File: config.mk
export PLATFORM = sky130hd
export DESIGN_NAME = fcm_top
export DESIGN_NICKNAME = d
export VERILOG_FILES = /design/src/hdl/fcm_pkg.sv /design/src/hdl/fcm_seq.sv /design/src/hdl/fcm_sync.sv /design/src/hdl/fcm_top.sv
export SDC_FILE = /design/constraint.sdc
export NUM_CORES = 1
export LEC_CHECK = 0
export BUFFER_PORTS_ARGS = -buffer_cell sky130_fd_sc_hd__clkbuf_2
export CORE_MARGIN = 2
export CORE_UTILIZATION = 30
export CTS_CLUSTER_SIZE = 10
export DETAILED_ROUTE_END_ITERATION = 10
export GPL_TIMING_DRIVEN = 0
export PLACE_DENSITY = 0.48
export SYNTH_ARGS = -nofsm -noshare
export SYNTH_HDL_FRONTEND = slang
export SYNTH_SLANG_ARGS = --single-unit
File: constraint.sdc
create_clock -name clk_i -period 2.9 [get_ports clk_i]
set_clock_uncertainty 0.05 [all_clocks]
set_input_delay 0.29 -clock clk_i [delete_from_list [all_inputs] [get_ports clk_i]]
set_output_delay 0.29 -clock clk_i [all_outputs]
set_load 0.02 [all_outputs]
File: src/hdl/fcm_pkg.sv
// Package of constants and register offsets for the flash command and map control block.
//
// Summary of operation
// - Enable code 101 takes effect on commit D5.
// - Disable code 010 takes effect on commit D5.
// - Disabled: ignore command writes, no toggle.
// - Reset loads command enable field with 010.
// - Disable rejects new writes, keeps sequence.
// - Window select 10 maps code upper half.
// - Window select 00 restores default mapping.
// - Commands reach flash only via data space.
// - With select 10, data and code decode to same flash cells.
// - RAM code map commits on key D4.
// - Boot ROM show overlays 1000 to 17FF, code to 1FFF in serial PROM mode.
// - Serial PROM mode forces boot ROM shown.
// - Standby bit written only from RAM code.
// - Flash access in standby raises reset, except during flash-vector interrupt ack.
// - Interrupt clears standby unless vector in RAM.
// - Serial PROM mode gates port inputs by bits.
// - MCU mode ignores port input control.
// - Decode unlock AA at 555, 55 at AAA.
// - A0 third write arms byte program.
// - 80, unlock, 30 erases addressed sector.
// - Command upper nibble 8 to F accepted.
// - Map control staged until commit D5.
// - Busy reads toggle bit 6 each read.
package fcm_pkg;
  // Register byte offsets on the AXI4-Lite bus.
  localparam logic [7:0] FCM_OFS_MAP_CTRL = 8'h00;
  localparam logic [7:0] FCM_OFS_COMMIT = 8'h04;
  localparam logic [7:0] FCM_OFS_MONITOR = 8'h08;
  localparam logic [7:0] FCM_OFS_STANDBY = 8'h0C;
  localparam logic [7:0] FCM_OFS_PORT_CTRL = 8'h10;
  localparam logic [7:0] FCM_OFS_SYS_CFG3 = 8'h14;
  localparam logic [7:0] FCM_OFS_SYS_KEY = 8'h18;
  localparam logic [7:0] FCM_OFS_STATUS = 8'h1C;
  // Map control field positions.
  localparam int FCM_POS_WIN = 2;
  localparam int FCM_POS_BOOT = 4;
  localparam int FCM_POS_MODE = 5;
  // Values of fields and keys.
  localparam logic [2:0] FCM_MODE_ENABLE = 3'h5;
  localparam logic [2:0] FCM_MODE_DISABLE = 3'h2;
  localparam logic [1:0] FCM_WIN_DEFAULT = 2'h0;
  localparam logic [1:0] FCM_WIN_CODE = 2'h2;
  localparam logic [7:0] FCM_COMMIT_KEY = 8'hD5;
  localparam logic [7:0] FCM_SYS_KEY = 8'hD4;
  localparam logic [7:0] FCM_MAP_RESET = 8'h40;
  // Command bytes and addresses.
  localparam logic [7:0] FCM_CMD_UNLOCK1 = 8'hAA;
  localparam logic [7:0] FCM_CMD_UNLOCK2 = 8'h55;
  localparam logic [7:0] FCM_CMD_PROG = 8'hA0;
  localparam logic [7:0] FCM_CMD_ERASE = 8'h80;
  localparam logic [7:0] FCM_CMD_SECTOR = 8'h30;
  localparam logic [7:0] FCM_CMD_CHIP = 8'h10;
  localparam logic [7:0] FCM_CMD_ID = 8'h90;
  localparam logic [7:0] FCM_CMD_ID_EXIT = 8'hF0;
  localparam logic [7:0] FCM_CMD_SECURE = 8'hA5;
  localparam logic [7:0] FCM_SECURE_DATA = 8'h00;
  localparam logic [15:0] FCM_SECURE_ADDR = 16'hFF7F;
  localparam logic [11:0] FCM_ADDR_555 = 12'h555;
  localparam logic [11:0] FCM_ADDR_AAA = 12'hAAA;
  localparam logic [15:0] FCM_BOOT_LO = 16'h1000;
  localparam logic [15:0] FCM_BOOT_HI_DATA = 16'h17FF;
  localparam logic [15:0] FCM_BOOT_HI_CODE = 16'h1FFF;
  // Operation codes.
  localparam logic [2:0] FCM_OP_NONE = 3'h0;
  localparam logic [2:0] FCM_OP_PROG = 3'h1;
  localparam logic [2:0] FCM_OP_SECTOR = 3'h2;
  localparam logic [2:0] FCM_OP_CHIP = 3'h3;
  localparam logic [2:0] FCM_OP_SECURE = 3'h4;
  // Busy time of the flash array model, in cycles.
  localparam int FCM_BUSY_CYCLES = 400;
  localparam logic [1:0] FCM_RESP_OKAY = 2'h0;
  localparam logic [1:0] FCM_RESP_SLVERR = 2'h2;
endpackage : fcm_pkg

File: src/hdl/fcm_seq.sv
// Command sequence decoder with toggle bit generation.
`timescale 1ns/10ps
`default_nettype none
module fcm_seq
  import fcm_pkg::*;
(
  input wire logic clk_i,
  input wire logic rst_b_i,
  input wire logic ce_i,
  input wire logic cmd_en_i,
  input wire logic wr_i,
  input wire logic [15:0] addr_i,
  input wire logic [7:0] data_i,
  input wire logic rd_i,
  output logic [2:0] op_o,
  output logic op_stb_o,
  output logic [15:0] op_addr_o,
  output logic [7:0] op_data_o,
  output logic id_mode_o,
  output logic busy_o,
  output logic toggle_o
);
  typedef enum {S_IDLE, S_C1, S_C2, S_PROG, S_C3E, S_C4E, S_C5E, S_SEC} fcm_seq_t;
  fcm_seq_t st_r;
  fcm_seq_t st_nxt;
  logic [15:0] busy_cnt_r;
  logic toggle_r;
  logic id_r;
  logic [2:0] op_r;
  logic stb_r;
  logic [15:0] oa_r;
  logic [7:0] od_r;
  // Upper nibble 8 to F accepted in command addresses.
  wire hi_ok = addr_i[15];
  wire at555 = hi_ok && addr_i[11:0] == FCM_ADDR_555;
  wire ataaa = hi_ok && addr_i[11:0] == FCM_ADDR_AAA;
  // A write is taken only while decoding is enabled and the array is idle.
  wire take = wr_i && cmd_en_i && busy_cnt_r == 16'h0000;
  logic [2:0] op_nxt;

  // Next state of the sequence and the operation launched.
  always_comb begin
    st_nxt = st_r;
    op_nxt = FCM_OP_NONE;
    if (take) begin
      st_nxt = S_IDLE;
      unique case (st_r)
        S_IDLE: if (at555 && data_i == FCM_CMD_UNLOCK1) st_nxt = S_C1;
        S_C1: if (ataaa && data_i == FCM_CMD_UNLOCK2) st_nxt = S_C2;
        S_C2: begin
          if (at555 && data_i == FCM_CMD_PROG) st_nxt = S_PROG;
          else if (at555 && data_i == FCM_CMD_ERASE) st_nxt = S_C3E;
          else if (at555 && data_i == FCM_CMD_SECURE) st_nxt = S_SEC;
        end
        S_PROG: if (hi_ok) op_nxt = FCM_OP_PROG;
        S_C3E: if (at555 && data_i == FCM_CMD_UNLOCK1) st_nxt = S_C4E;
        S_C4E: if (ataaa && data_i == FCM_CMD_UNLOCK2) st_nxt = S_C5E;
        S_C5E: begin
          if (hi_ok && data_i == FCM_CMD_SECTOR) op_nxt = FCM_OP_SECTOR;
          else if (at555 && data_i == FCM_CMD_CHIP) op_nxt = FCM_OP_CHIP;
        end
        S_SEC: begin
          if (addr_i == FCM_SECURE_ADDR && data_i == FCM_SECURE_DATA) op_nxt = FCM_OP_SECURE;
        end
      endcase
    end
  end

  // Sequence state, ID mode, launched operation and the busy counter.
  always_ff @(posedge clk_i or negedge rst_b_i) begin
    if (!rst_b_i) begin
      st_r <= S_IDLE;
      id_r <= 1'b0;
      op_r <= FCM_OP_NONE;
      stb_r <= 1'b0;
      oa_r <= 16'h0000;
      od_r <= 8'h00;
      busy_cnt_r <= 16'h0000;
      toggle_r <= 1'b1;
    end else if (ce_i) begin
      st_r <= st_nxt;
      stb_r <= op_nxt != FCM_OP_NONE;
      if (take && st_r == S_C2 && at555 && data_i == FCM_CMD_ID) id_r <= 1'b1;
      else if (take && data_i == FCM_CMD_ID_EXIT) id_r <= 1'b0;
      if (op_nxt != FCM_OP_NONE) begin
        op_r <= op_nxt;
        oa_r <= addr_i;
        od_r <= data_i;
        busy_cnt_r <= 16'(FCM_BUSY_CYCLES);
        toggle_r <= 1'b1; // First read after launch shows one.
      end else if (busy_cnt_r != 16'h0000) begin
        busy_cnt_r <= busy_cnt_r - 16'h0001;
        if (rd_i && cmd_en_i) toggle_r <= ~toggle_r;
      end
    end
  end
  assign op_o = op_r;
  assign op_stb_o = stb_r;
  assign op_addr_o = oa_r;
  assign op_data_o = od_r;
  assign id_mode_o = id_r;
  assign busy_o = busy_cnt_r != 16'h0000;
  assign toggle_o = toggle_r;
endmodule : fcm_seq
`default_nettype wire

File: src/hdl/fcm_sync.sv
// Three-stage synchroniser with agreement filter for pin inputs.
`timescale 1ns/10ps
`default_nettype none
module fcm_sync (
  input wire logic clk_i,
  input wire logic rst_b_i,
  input wire logic ce_i,
  input wire logic d_i,
  output logic q_o
);
  logic s1_r;
  logic s2_r;
  logic s3_r;
  logic q_r;
  // Shift the pin in; the output follows once stages two and three agree.
  always_ff @(posedge clk_i or negedge rst_b_i) begin
    if (!rst_b_i) begin
      s1_r <= 1'b0;
      s2_r <= 1'b0;
      s3_r <= 1'b0;
      q_r <= 1'b0;
    end else if (ce_i) begin
      s1_r <= d_i;
      s2_r <= s1_r;
      s3_r <= s2_r;
      if (s2_r == s3_r) q_r <= s3_r;
    end
  end
  assign q_o = q_r;
endmodule : fcm_sync
`default_nettype wire

File: src/hdl/fcm_top.sv
// Flash command and memory map control with an AXI4-Lite register port.
`timescale 1ns/10ps
`default_nettype none
module fcm_top
  import fcm_pkg::*;
(
  input wire logic clk_i,
  input wire logic rst_b_i,
  input wire logic ce_i,
  // AXI4-Lite slave.
  input wire logic [7:0] s_axi_awaddr,
  input wire logic s_axi_awvalid,
  output logic s_axi_awready,
  input wire logic [31:0] s_axi_wdata,
  input wire logic [3:0] s_axi_wstrb,
  input wire logic s_axi_wvalid,
  output logic s_axi_wready,
  output logic [1:0] s_axi_bresp,
  output logic s_axi_bvalid,
  input wire logic s_axi_bready,
  input wire logic [7:0] s_axi_araddr,
  input wire logic s_axi_arvalid,
  output logic s_axi_arready,
  output logic [31:0] s_axi_rdata,
  output logic [1:0] s_axi_rresp,
  output logic s_axi_rvalid,
  input wire logic s_axi_rready,
  // CPU memory bus.
  input wire logic serial_prom_mode_i,
  input wire logic cpu_wr_i,
  input wire logic cpu_rd_i,
  input wire logic cpu_code_i,
  input wire logic cpu_fetch_from_ram_i,
  input wire logic [15:0] cpu_addr_i,
  input wire logic [7:0] cpu_wdata_i,
  input wire logic irq_ack_i,
  input wire logic [7:0] flash_rdata_i,
  output logic [7:0] cpu_rdata_o,
  output logic sel_flash_o,
  output logic sel_boot_rom_o,
  output logic sel_ram_code_o,
  output logic [15:0] flash_phys_addr_o,
  output logic flash_access_o,
  output logic standby_reset_o,
  output logic [2:0] op_o,
  output logic op_stb_o,
  output logic [15:0] op_addr_o,
  output logic [7:0] op_data_o,
  output logic id_mode_o,
  output logic flash_busy_o,
  // Port input gating.
  input wire logic serial_clock_pin_i,
  input wire logic [7:0] other_port_pins_i,
  output logic serial_clock_pin_o,
  output logic [7:0] other_port_pins_o
);
  ////////////////////////////////////////////////////////////////////////////
  logic [7:0] map_stage_r;
  logic [7:0] map_active_r;
  logic standby_r;
  logic [1:0] port_ctrl_r;
  logic [1:0] sys_cfg3_r;
  logic [1:0] sys_active_r;
  logic aw_got_r;
  logic w_got_r;
  logic [7:0] aw_addr_r;
  logic [31:0] w_data_r;
  logic bvalid_r;
  logic [1:0] bresp_r;
  logic rvalid_r;
  logic [31:0] rdata_r;
  logic [1:0] rresp_r;
  logic [7:0] cpu_rdata_r;
  logic sclk_sync;
  logic [7:0] other_sync;
  logic toggle;
  logic w_s0_r;

  // Write channel handshake: address and data taken in either order.
  assign s_axi_awready = !aw_got_r && !bvalid_r;
  assign s_axi_wready = !w_got_r && !bvalid_r;
  wire aw_hs = s_axi_awvalid && s_axi_awready;
  wire w_hs = s_axi_wvalid && s_axi_wready;
  wire aw_have = aw_got_r || aw_hs;
  wire w_have = w_got_r || w_hs;
  wire [7:0] wa = aw_got_r ? aw_addr_r : s_axi_awaddr;
  wire [31:0] wd = w_got_r ? w_data_r : s_axi_wdata;
  wire ws0 = w_got_r ? w_s0_r : s_axi_wstrb[0];
  wire wr_do = aw_have && w_have && !bvalid_r && ws0;
  wire wr_any = aw_have && w_have && !bvalid_r;
  wire wa_ok = wa == FCM_OFS_MAP_CTRL || wa == FCM_OFS_COMMIT || wa == FCM_OFS_MONITOR
    || wa == FCM_OFS_STANDBY || wa == FCM_OFS_PORT_CTRL || wa == FCM_OFS_SYS_CFG3
    || wa == FCM_OFS_SYS_KEY || wa == FCM_OFS_STATUS;
  wire wr_map = wr_do && wa == FCM_OFS_MAP_CTRL;
  wire [7:0] stage_wr = serial_prom_mode_i ? {wd[7:5], map_stage_r[4], wd[3:0]}
    : wd[7:0];
  wire commit = wr_do && wa == FCM_OFS_COMMIT && wd[7:0] == FCM_COMMIT_KEY;
  wire sys_commit = wr_do && wa == FCM_OFS_SYS_KEY && wd[7:0] == FCM_SYS_KEY;
  // Standby bit accepted only while the CPU runs from RAM.
  wire wr_stb = wr_do && wa == FCM_OFS_STANDBY && cpu_fetch_from_ram_i;
  wire wr_port = wr_do && wa == FCM_OFS_PORT_CTRL && serial_prom_mode_i;

  // Active fields decoded from the committed shadow.
  wire [2:0] mode_act = map_active_r[FCM_POS_MODE +: 3];
  wire [1:0] win_act = map_active_r[FCM_POS_WIN +: 2];
  wire cmd_en = mode_act == FCM_MODE_ENABLE;
  wire boot_act = serial_prom_mode_i || map_active_r[FCM_POS_BOOT];
  wire ram_map = serial_prom_mode_i || sys_active_r[0];
  wire vec_ram = sys_active_r[1];
  wire [7:0] monitor = {2'b00, cmd_en, boot_act, win_act, map_active_r[1:0]};

  // Read mux of the register file.
  wire ra_ok = s_axi_araddr == FCM_OFS_MAP_CTRL || s_axi_araddr == FCM_OFS_COMMIT
    || s_axi_araddr == FCM_OFS_MONITOR || s_axi_araddr == FCM_OFS_STANDBY
    || s_axi_araddr == FCM_OFS_PORT_CTRL || s_axi_araddr == FCM_OFS_SYS_CFG3
    || s_axi_araddr == FCM_OFS_SYS_KEY || s_axi_araddr == FCM_OFS_STATUS;
  wire [7:0] stage_rd = serial_prom_mode_i ? (map_stage_r | 8'h10) : map_stage_r;
  wire [7:0] port_rd = serial_prom_mode_i ? {6'h20, port_ctrl_r} : 8'h00;
  wire [7:0] rd_mux =
    s_axi_araddr == FCM_OFS_MAP_CTRL ? stage_rd :
    s_axi_araddr == FCM_OFS_MONITOR ? monitor :
    s_axi_araddr == FCM_OFS_PORT_CTRL ? port_rd :
    s_axi_araddr == FCM_OFS_SYS_CFG3 ? {6'h00, sys_cfg3_r} :
    s_axi_araddr == FCM_OFS_STATUS ? {4'h0, id_mode_o, flash_busy_o, standby_r, ram_map} :
    8'h00;
  assign s_axi_arready = !rvalid_r;
  wire ar_hs = s_axi_arvalid && s_axi_arready;

  ////////////////////////////////////////////////////////////////////////////
  // Flash address map.
  wire in_upper = cpu_addr_i[15];
  wire in_boot_d = cpu_addr_i >= FCM_BOOT_LO && cpu_addr_i <= FCM_BOOT_HI_DATA;
  wire in_boot_c = cpu_addr_i >= FCM_BOOT_LO
    && cpu_addr_i <= (serial_prom_mode_i ? FCM_BOOT_HI_CODE : FCM_BOOT_HI_DATA);
  wire boot_hit = boot_act && (cpu_code_i ? in_boot_c : in_boot_d);
  wire code_to_ram = cpu_code_i && ram_map && cpu_fetch_from_ram_i;
  wire flash_hit = (cpu_rd_i || cpu_wr_i) && !boot_hit && !code_to_ram && in_upper;
  // Code window remap: data upper half reaches the same cells the code space uses.
  wire code_win = win_act == FCM_WIN_CODE;
  // Writes reach the flash only as data-space transfers.
  wire data_wr = cpu_wr_i && !cpu_code_i && flash_hit;
  assign sel_flash_o = flash_hit;
  assign sel_boot_rom_o = boot_hit;
  assign sel_ram_code_o = code_to_ram;
  assign flash_phys_addr_o = {code_win | cpu_code_i, cpu_addr_i[14:0]};
  assign flash_access_o = flash_hit;
  // A flash access during standby asserts the standby reset request, except during an interrupt acknowledge whose vector is in flash.
  wire fetch_vec_flash = irq_ack_i && !vec_ram;
  assign standby_reset_o = standby_r && flash_hit && !fetch_vec_flash;

  fcm_seq u_seq (
    .clk_i(clk_i),
    .rst_b_i(rst_b_i),
    .ce_i(ce_i),
    .cmd_en_i(cmd_en),
    .wr_i(data_wr),
    .addr_i(cpu_addr_i),
    .data_i(cpu_wdata_i),
    .rd_i(cpu_rd_i && flash_hit),
    .op_o(op_o),
    .op_stb_o(op_stb_o),
    .op_addr_o(op_addr_o),
    .op_data_o(op_data_o),
    .id_mode_o(id_mode_o),
    .busy_o(flash_busy_o),
    .toggle_o(toggle)
  );

  // CPU read data with toggle bit substituted while busy.
  wire [7:0] cpu_rd_nxt = (flash_busy_o && cmd_en) ?
    {flash_rdata_i[7], toggle, flash_rdata_i[5:0]} : flash_rdata_i;
  assign cpu_rdata_o = cpu_rdata_r;

  ////////////////////////////////////////////////////////////////////////////
  // Pin synchronisers and gating.
  fcm_sync u_sclk (
    .clk_i(clk_i),
    .rst_b_i(rst_b_i),
    .ce_i(ce_i),
    .d_i(serial_clock_pin_i),
    .q_o(sclk_sync)
  );
  genvar gi;
  generate
    for (gi = 0; gi < 8; gi++) begin : g_pin
      fcm_sync u_pin (
        .clk_i(clk_i),
        .rst_b_i(rst_b_i),
        .ce_i(ce_i),
        .d_i(other_port_pins_i[gi]),
        .q_o(other_sync[gi])
      );
    end
  endgenerate
  // Serial PROM mode gates inputs by the control bits; MCU mode passes all.
  wire sclk_en = !serial_prom_mode_i || port_ctrl_r[1];
  wire other_en = !serial_prom_mode_i || port_ctrl_r[0];

  ////////////////////////////////////////////////////////////////////////////
  // Control registers.
  always_ff @(posedge clk_i or negedge rst_b_i) begin
    if (!rst_b_i) begin
      map_stage_r <= FCM_MAP_RESET;
      map_active_r <= FCM_MAP_RESET;
      sys_cfg3_r <= 2'b00;
      sys_active_r <= 2'b00;
      port_ctrl_r <= 2'b00;
      standby_r <= 1'b0;
      cpu_rdata_r <= 8'h00;
      serial_clock_pin_o <= 1'b0;
      other_port_pins_o <= 8'h00;
    end else if (ce_i) begin
      if (wr_map) map_stage_r <= stage_wr;
      if (commit) map_active_r <= map_stage_r;
      if (wr_do && wa == FCM_OFS_SYS_CFG3) sys_cfg3_r <= wd[1:0];
      if (sys_commit) sys_active_r <= sys_cfg3_r;
      if (wr_port) port_ctrl_r <= wd[1:0];
      // Interrupt with flash vector clears standby; a RAM write in the same cycle still loads it.
      if (wr_stb) standby_r <= wd[0];
      else if (fetch_vec_flash) standby_r <= 1'b0;
      cpu_rdata_r <= cpu_rd_nxt;
      serial_clock_pin_o <= sclk_en & sclk_sync;
      other_port_pins_o <= other_en ? other_sync : 8'h00;
    end
  end

  // AXI channel state.
  always_ff @(posedge clk_i or negedge rst_b_i) begin
    if (!rst_b_i) begin
      aw_got_r <= 1'b0;
      w_got_r <= 1'b0;
      aw_addr_r <= 8'h00;
      w_data_r <= 32'h0000_0000;
      w_s0_r <= 1'b0;
      bvalid_r <= 1'b0;
      bresp_r <= FCM_RESP_OKAY;
      rvalid_r <= 1'b0;
      rdata_r <= 32'h0000_0000;
      rresp_r <= FCM_RESP_OKAY;
    end else if (ce_i) begin
      if (wr_any) begin
        aw_got_r <= 1'b0;
        w_got_r <= 1'b0;
        bvalid_r <= 1'b1;
        bresp_r <= wa_ok ? FCM_RESP_OKAY : FCM_RESP_SLVERR;
      end else begin
        if (aw_hs) aw_got_r <= 1'b1;
        if (w_hs) w_got_r <= 1'b1;
        if (bvalid_r && s_axi_bready) bvalid_r <= 1'b0;
      end
      if (aw_hs) aw_addr_r <= s_axi_awaddr;
      if (w_hs) w_data_r <= s_axi_wdata;
      if (w_hs) w_s0_r <= s_axi_wstrb[0];
      if (ar_hs) begin
        rvalid_r <= 1'b1;
        rdata_r <= {24'h00_0000, rd_mux};
        rresp_r <= ra_ok ? FCM_RESP_OKAY : FCM_RESP_SLVERR;
      end else if (rvalid_r && s_axi_rready) begin
        rvalid_r <= 1'b0;
      end
    end
  end
  assign s_axi_bvalid = bvalid_r;
  assign s_axi_bresp = bresp_r;
  assign s_axi_rvalid = rvalid_r;
  assign s_axi_rdata = rdata_r;
  assign s_axi_rresp = rresp_r;
endmodule : fcm_top
`default_nettype wire

==> results.json <==
{
  "setup_viol": 0,
  "grt_overflow_total": 0,
  "dpl_worst_slack_ps": -319,
  "rsz0062_at_grt": "no",
  "grt.met2_usage": 0.259,
  "grtUsageMet1": 0.224,
  "required_ps": 3160,
  "outcome": "completed",
  "post-route-drc-count": 0,
  "core_sq_mm": 0.0252,
  "syn_avg_cell_area_sq_um": 10.5,
  "crit_fanout": 11,
  "fin_nets": 1050,
  "slew_violations": 0,
  "timing.rr.start": "aw_got_r$_DFFE_PN0P_",
  "holdPathEnd": "cpu_rdata_o[5]$_DFFE_PN0P_",
  "ys_warn_count": 0,
  "worstPathArrival_ps": 2940,
  "area_growth_pct": 25.6,
  "cts_made_buffers": 17,
  "grt_usage": 0.163,
  "drive_gt1_frac": 0.343,
  "detailedRoute.firstPassIterationCount": 4,
  "synth_top_cell_area_share": 0.497,
  "cts_tree": "done",
  "ys_ff_latch": 156,
  "grt_max_degree": 85,
  "dieArea_sq_mm": 0.0270,
  "cts_htree_levels": 4,
  "relSlewSlack": 0.342,
  "synthTopCellsByArea": "dfrtp_1 50%, mux2_2 9.5%, o21ai_0 5.3%, buf_4 4.1%, nand2_1 3.4%",
  "setup_slack_ps": 223,
  "first_global_vias": 6095,
  "synth_edf_count": 0,
  "die_w_microns": 164,
  "min-delay-start": "flash_rdata_i[5]",
  "vias": 6273,
  "start_util": 0.306,
  "cts.sinks": 156,
  "cap_violations": 0,
  "busiest_layer": "met2",
  "hold_viol": 0,
  "ir_drop_mv": 0.329,
  "fin_setup_tns_ps": 0,
  "gp_congestion": 0.801,
  "fin_cells": 1285,
  "crit_type": "reg2reg",
  "async_reset_ff_frac": 1.00,
  "postLayoutCoreUtil": 0.384,
  "ys_seq_area_frac": 0.507,
  "min_path_cells": 2,
  "cts_buffer_depth": 2,
  "dp.cells": 1252,
  "io_pins": 216,
  "synth_ff_type": "dfrtp_1",
  "rows": 58,
  "clk_latency_ps": 430,
  "root_buffer": "clkbuf_16",
  "power_density_mw_per_mm2": 691,
  "worst_pin_slew_ps": 984,
  "post_synth_num_cell_types": 67,
  "path_clk_slew_ps": 70,
  "grt_pass1_wl_microns": 34000,
  "synth_top_area_cell": "dfrtp_1",
  "r2r_slack_ps": 220,
  "synth_most_common_cell": "dfrtp_1",
  "avgRoutedWirePerCell_microns": 16.8,
  "fin_crit_ps": 2680,
  "r2r_cells": 5,
  "wl_microns": 21600,
  "io_buffers": 160,
  "syn_area_sq_mm": 0.00770,
  "fin_crit_sh": 0.923,
  "reg2reg_to": "map_active_r[4]$_DFFE_PN0P_",
  "netlist_top_cells_count": "153 x dfrtp_1, 81 x o21ai_0, 70 x nand2_1, 65 x mux2_2, 42 x buf_4",
  "power.leakage_uw": 0.00445,
  "postSynthCellCount": 736,
  "endpoint_kind": "register",
  "ant_nets": 0,
  "hp-class": "in2reg",
  "dp_hpwl_microns": 15700,
  "drt_iter0_markers": 298,
  "antenna_found_initial": 0,
  "use_met3": 0.0417,
  "fmax_ghz": 0.374,
  "start_kind": "register",
  "via_per_inst": 4.88,
  "dieHeight_microns": 164
}
[metrics by stage]
| stage | hold WS (ps) | area (sq um) | total power [uW] |
|---|---|---|---|
| floorplan | -55.6 | 7800 | 3920 |
| global placement | 403 | 9010 | 4400 |
| detailed placement | 365 | 9050 | 4430 |
| CTS | 14.0 | 9660 | 6750 |
| global route | 20.6 | 9680 | 7100 |
| finish | 32.1 | 9680 | 6690 |
[state kept, by name, summed over array words and instances (netlist names), 3 cells and up]
name,count
other_port_pins_o,8
cpu_rdata_o,8
u_seq.st_r,3
map_stage_r,8
g_pin.u_pin.q_o,8
s_axi_rdata,8
g_pin.u_pin.s2_r,8
u_seq.op_addr_o,16
u_seq.op_o,3
u_seq.op_data_o,8
w_data_r,8
aw_addr_r,8
u_seq.busy_cnt_r,16
g_pin.u_pin.s1_r,8
map_active_r,8
g_pin.u_pin.s3_r,8
[logic make-up (layout without fill, tap and decap cells)]
| group | Yosys count | after routing | synth area share |
|---|---|---|---|
| flops | 156 | 156 | 0.507 |
| other cells | 1 | 27 | 0.000487 |
| fa+ha+maj | 2 | 2 | 0.00325 |
| compound gates | 175 | 175 | 0.148 |
| mux | 79 | 79 | 0.113 |
| simple gates | 213 | 213 | 0.144 |
| buf+inv | 100 | 293 | 0.0724 |
| xor+xnor | 10 | 10 | 0.0114 |
[placed cells by master, fill, tap and decap left out, types with 5 or more instances in the layout]
| cell type | count |
|---|---|
| a21oi_1 | 20 |
| a221o_1 | 16 |
| a22o_2 | 5 |
| and3_1 | 5 |
| buf_4 | 43 |
| clkbuf_1 | 27 |
| clkbuf_16 | 17 |
| clkbuf_2 | 159 |
| conb_1 | 26 |
| dfrtp_1 | 153 |
| inv_1 | 19 |
| inv_6 | 7 |
| mux2_2 | 65 |
| mux2i_1 | 14 |
| nand2_1 | 70 |
| nand3_1 | 15 |
| nand4_1 | 15 |
| nand4b_1 | 7 |
| nor2_1 | 39 |
| nor3_1 | 13 |
| nor4_1 | 6 |
| o211ai_1 | 5 |
| o21ai_0 | 81 |
| o2bb2ai_1 | 10 |
| o31ai_1 | 6 |
| or4_1 | 9 |
| xnor2_1 | 9 |
[report_power, final]
part	switching (uW)	leakage (uW)	internal (uW)
clock	1050	0.000287	1230
sequential	329	0.00199	2580
combinational	835	0.00218	660
total	2220	0.00445	4470
[worst max-delay path by stage]
stage	end	cells after the start	from	slack, ps
after floorplan	u_seq.op_data_o[6]$_DFFE_PN0P_	7	cpu_wdata_i[1]	230
after global placement	w_data_r[3]$_DFFE_PN0P_	1	rst_b_i	-1610
after detailed placement	u_seq.op_addr_o[5]$_DFFE_PN0P_	7	u_seq.busy_cnt_r[3]$_DFFE_PN0P_	-320
after CTS	u_seq.st_r[2]$_DFFE_PN0P_	7	u_seq.busy_cnt_r[3]$_DFFE_PN0P_	30
after global routing	u_seq.st_r[0]$_DFFE_PN0P_	7	u_seq.busy_cnt_r[3]$_DFFE_PN0P_	40
final	map_active_r[4]$_DFFE_PN0P_	5	aw_got_r$_DFFE_PN0P_	220
[routing by layer]
metal | vias to the layer above | part of all wire | wire, microns
met3 | 13 | 0.064 | 1380
met4 | 0 | 0.0096 | 206
li1 | 3044 | - | -
met5 | - | 0 | 0
met1 | 3036 | 0.47 | 10200
met2 | 180 | 0.46 | 9820
[timing repair]
action	in CTS	in global routing
endpoints found under the hold margin	83	0
gates cloned	0	0
gates resized for setup	2	2
hold buffers	1	0
setup endpoints to repair	29	13
setup buffers	1	0
pin swaps	1	0
[worst max-delay path: stages, from the launching register on]
cell and delay [ps]:
dfrtp_1 570, or4b_2 680, a21oi_1 220, and2_1 210, and4_1 450, mux2_2 380
[area by class of cell]
type                    count  area (sq um)
clock inverters            15           168
multi-input cells         505          3360
diodes                      1          2.50
plain buffers              78           475
repair buffers            163           855
flip-flops and latches    156          3910
well taps                 330           413
clock buffers              17           425
fillers                  2556         15500
inverters                  20          75.1
Note: power is estimated with default switching activity, not from simulation.
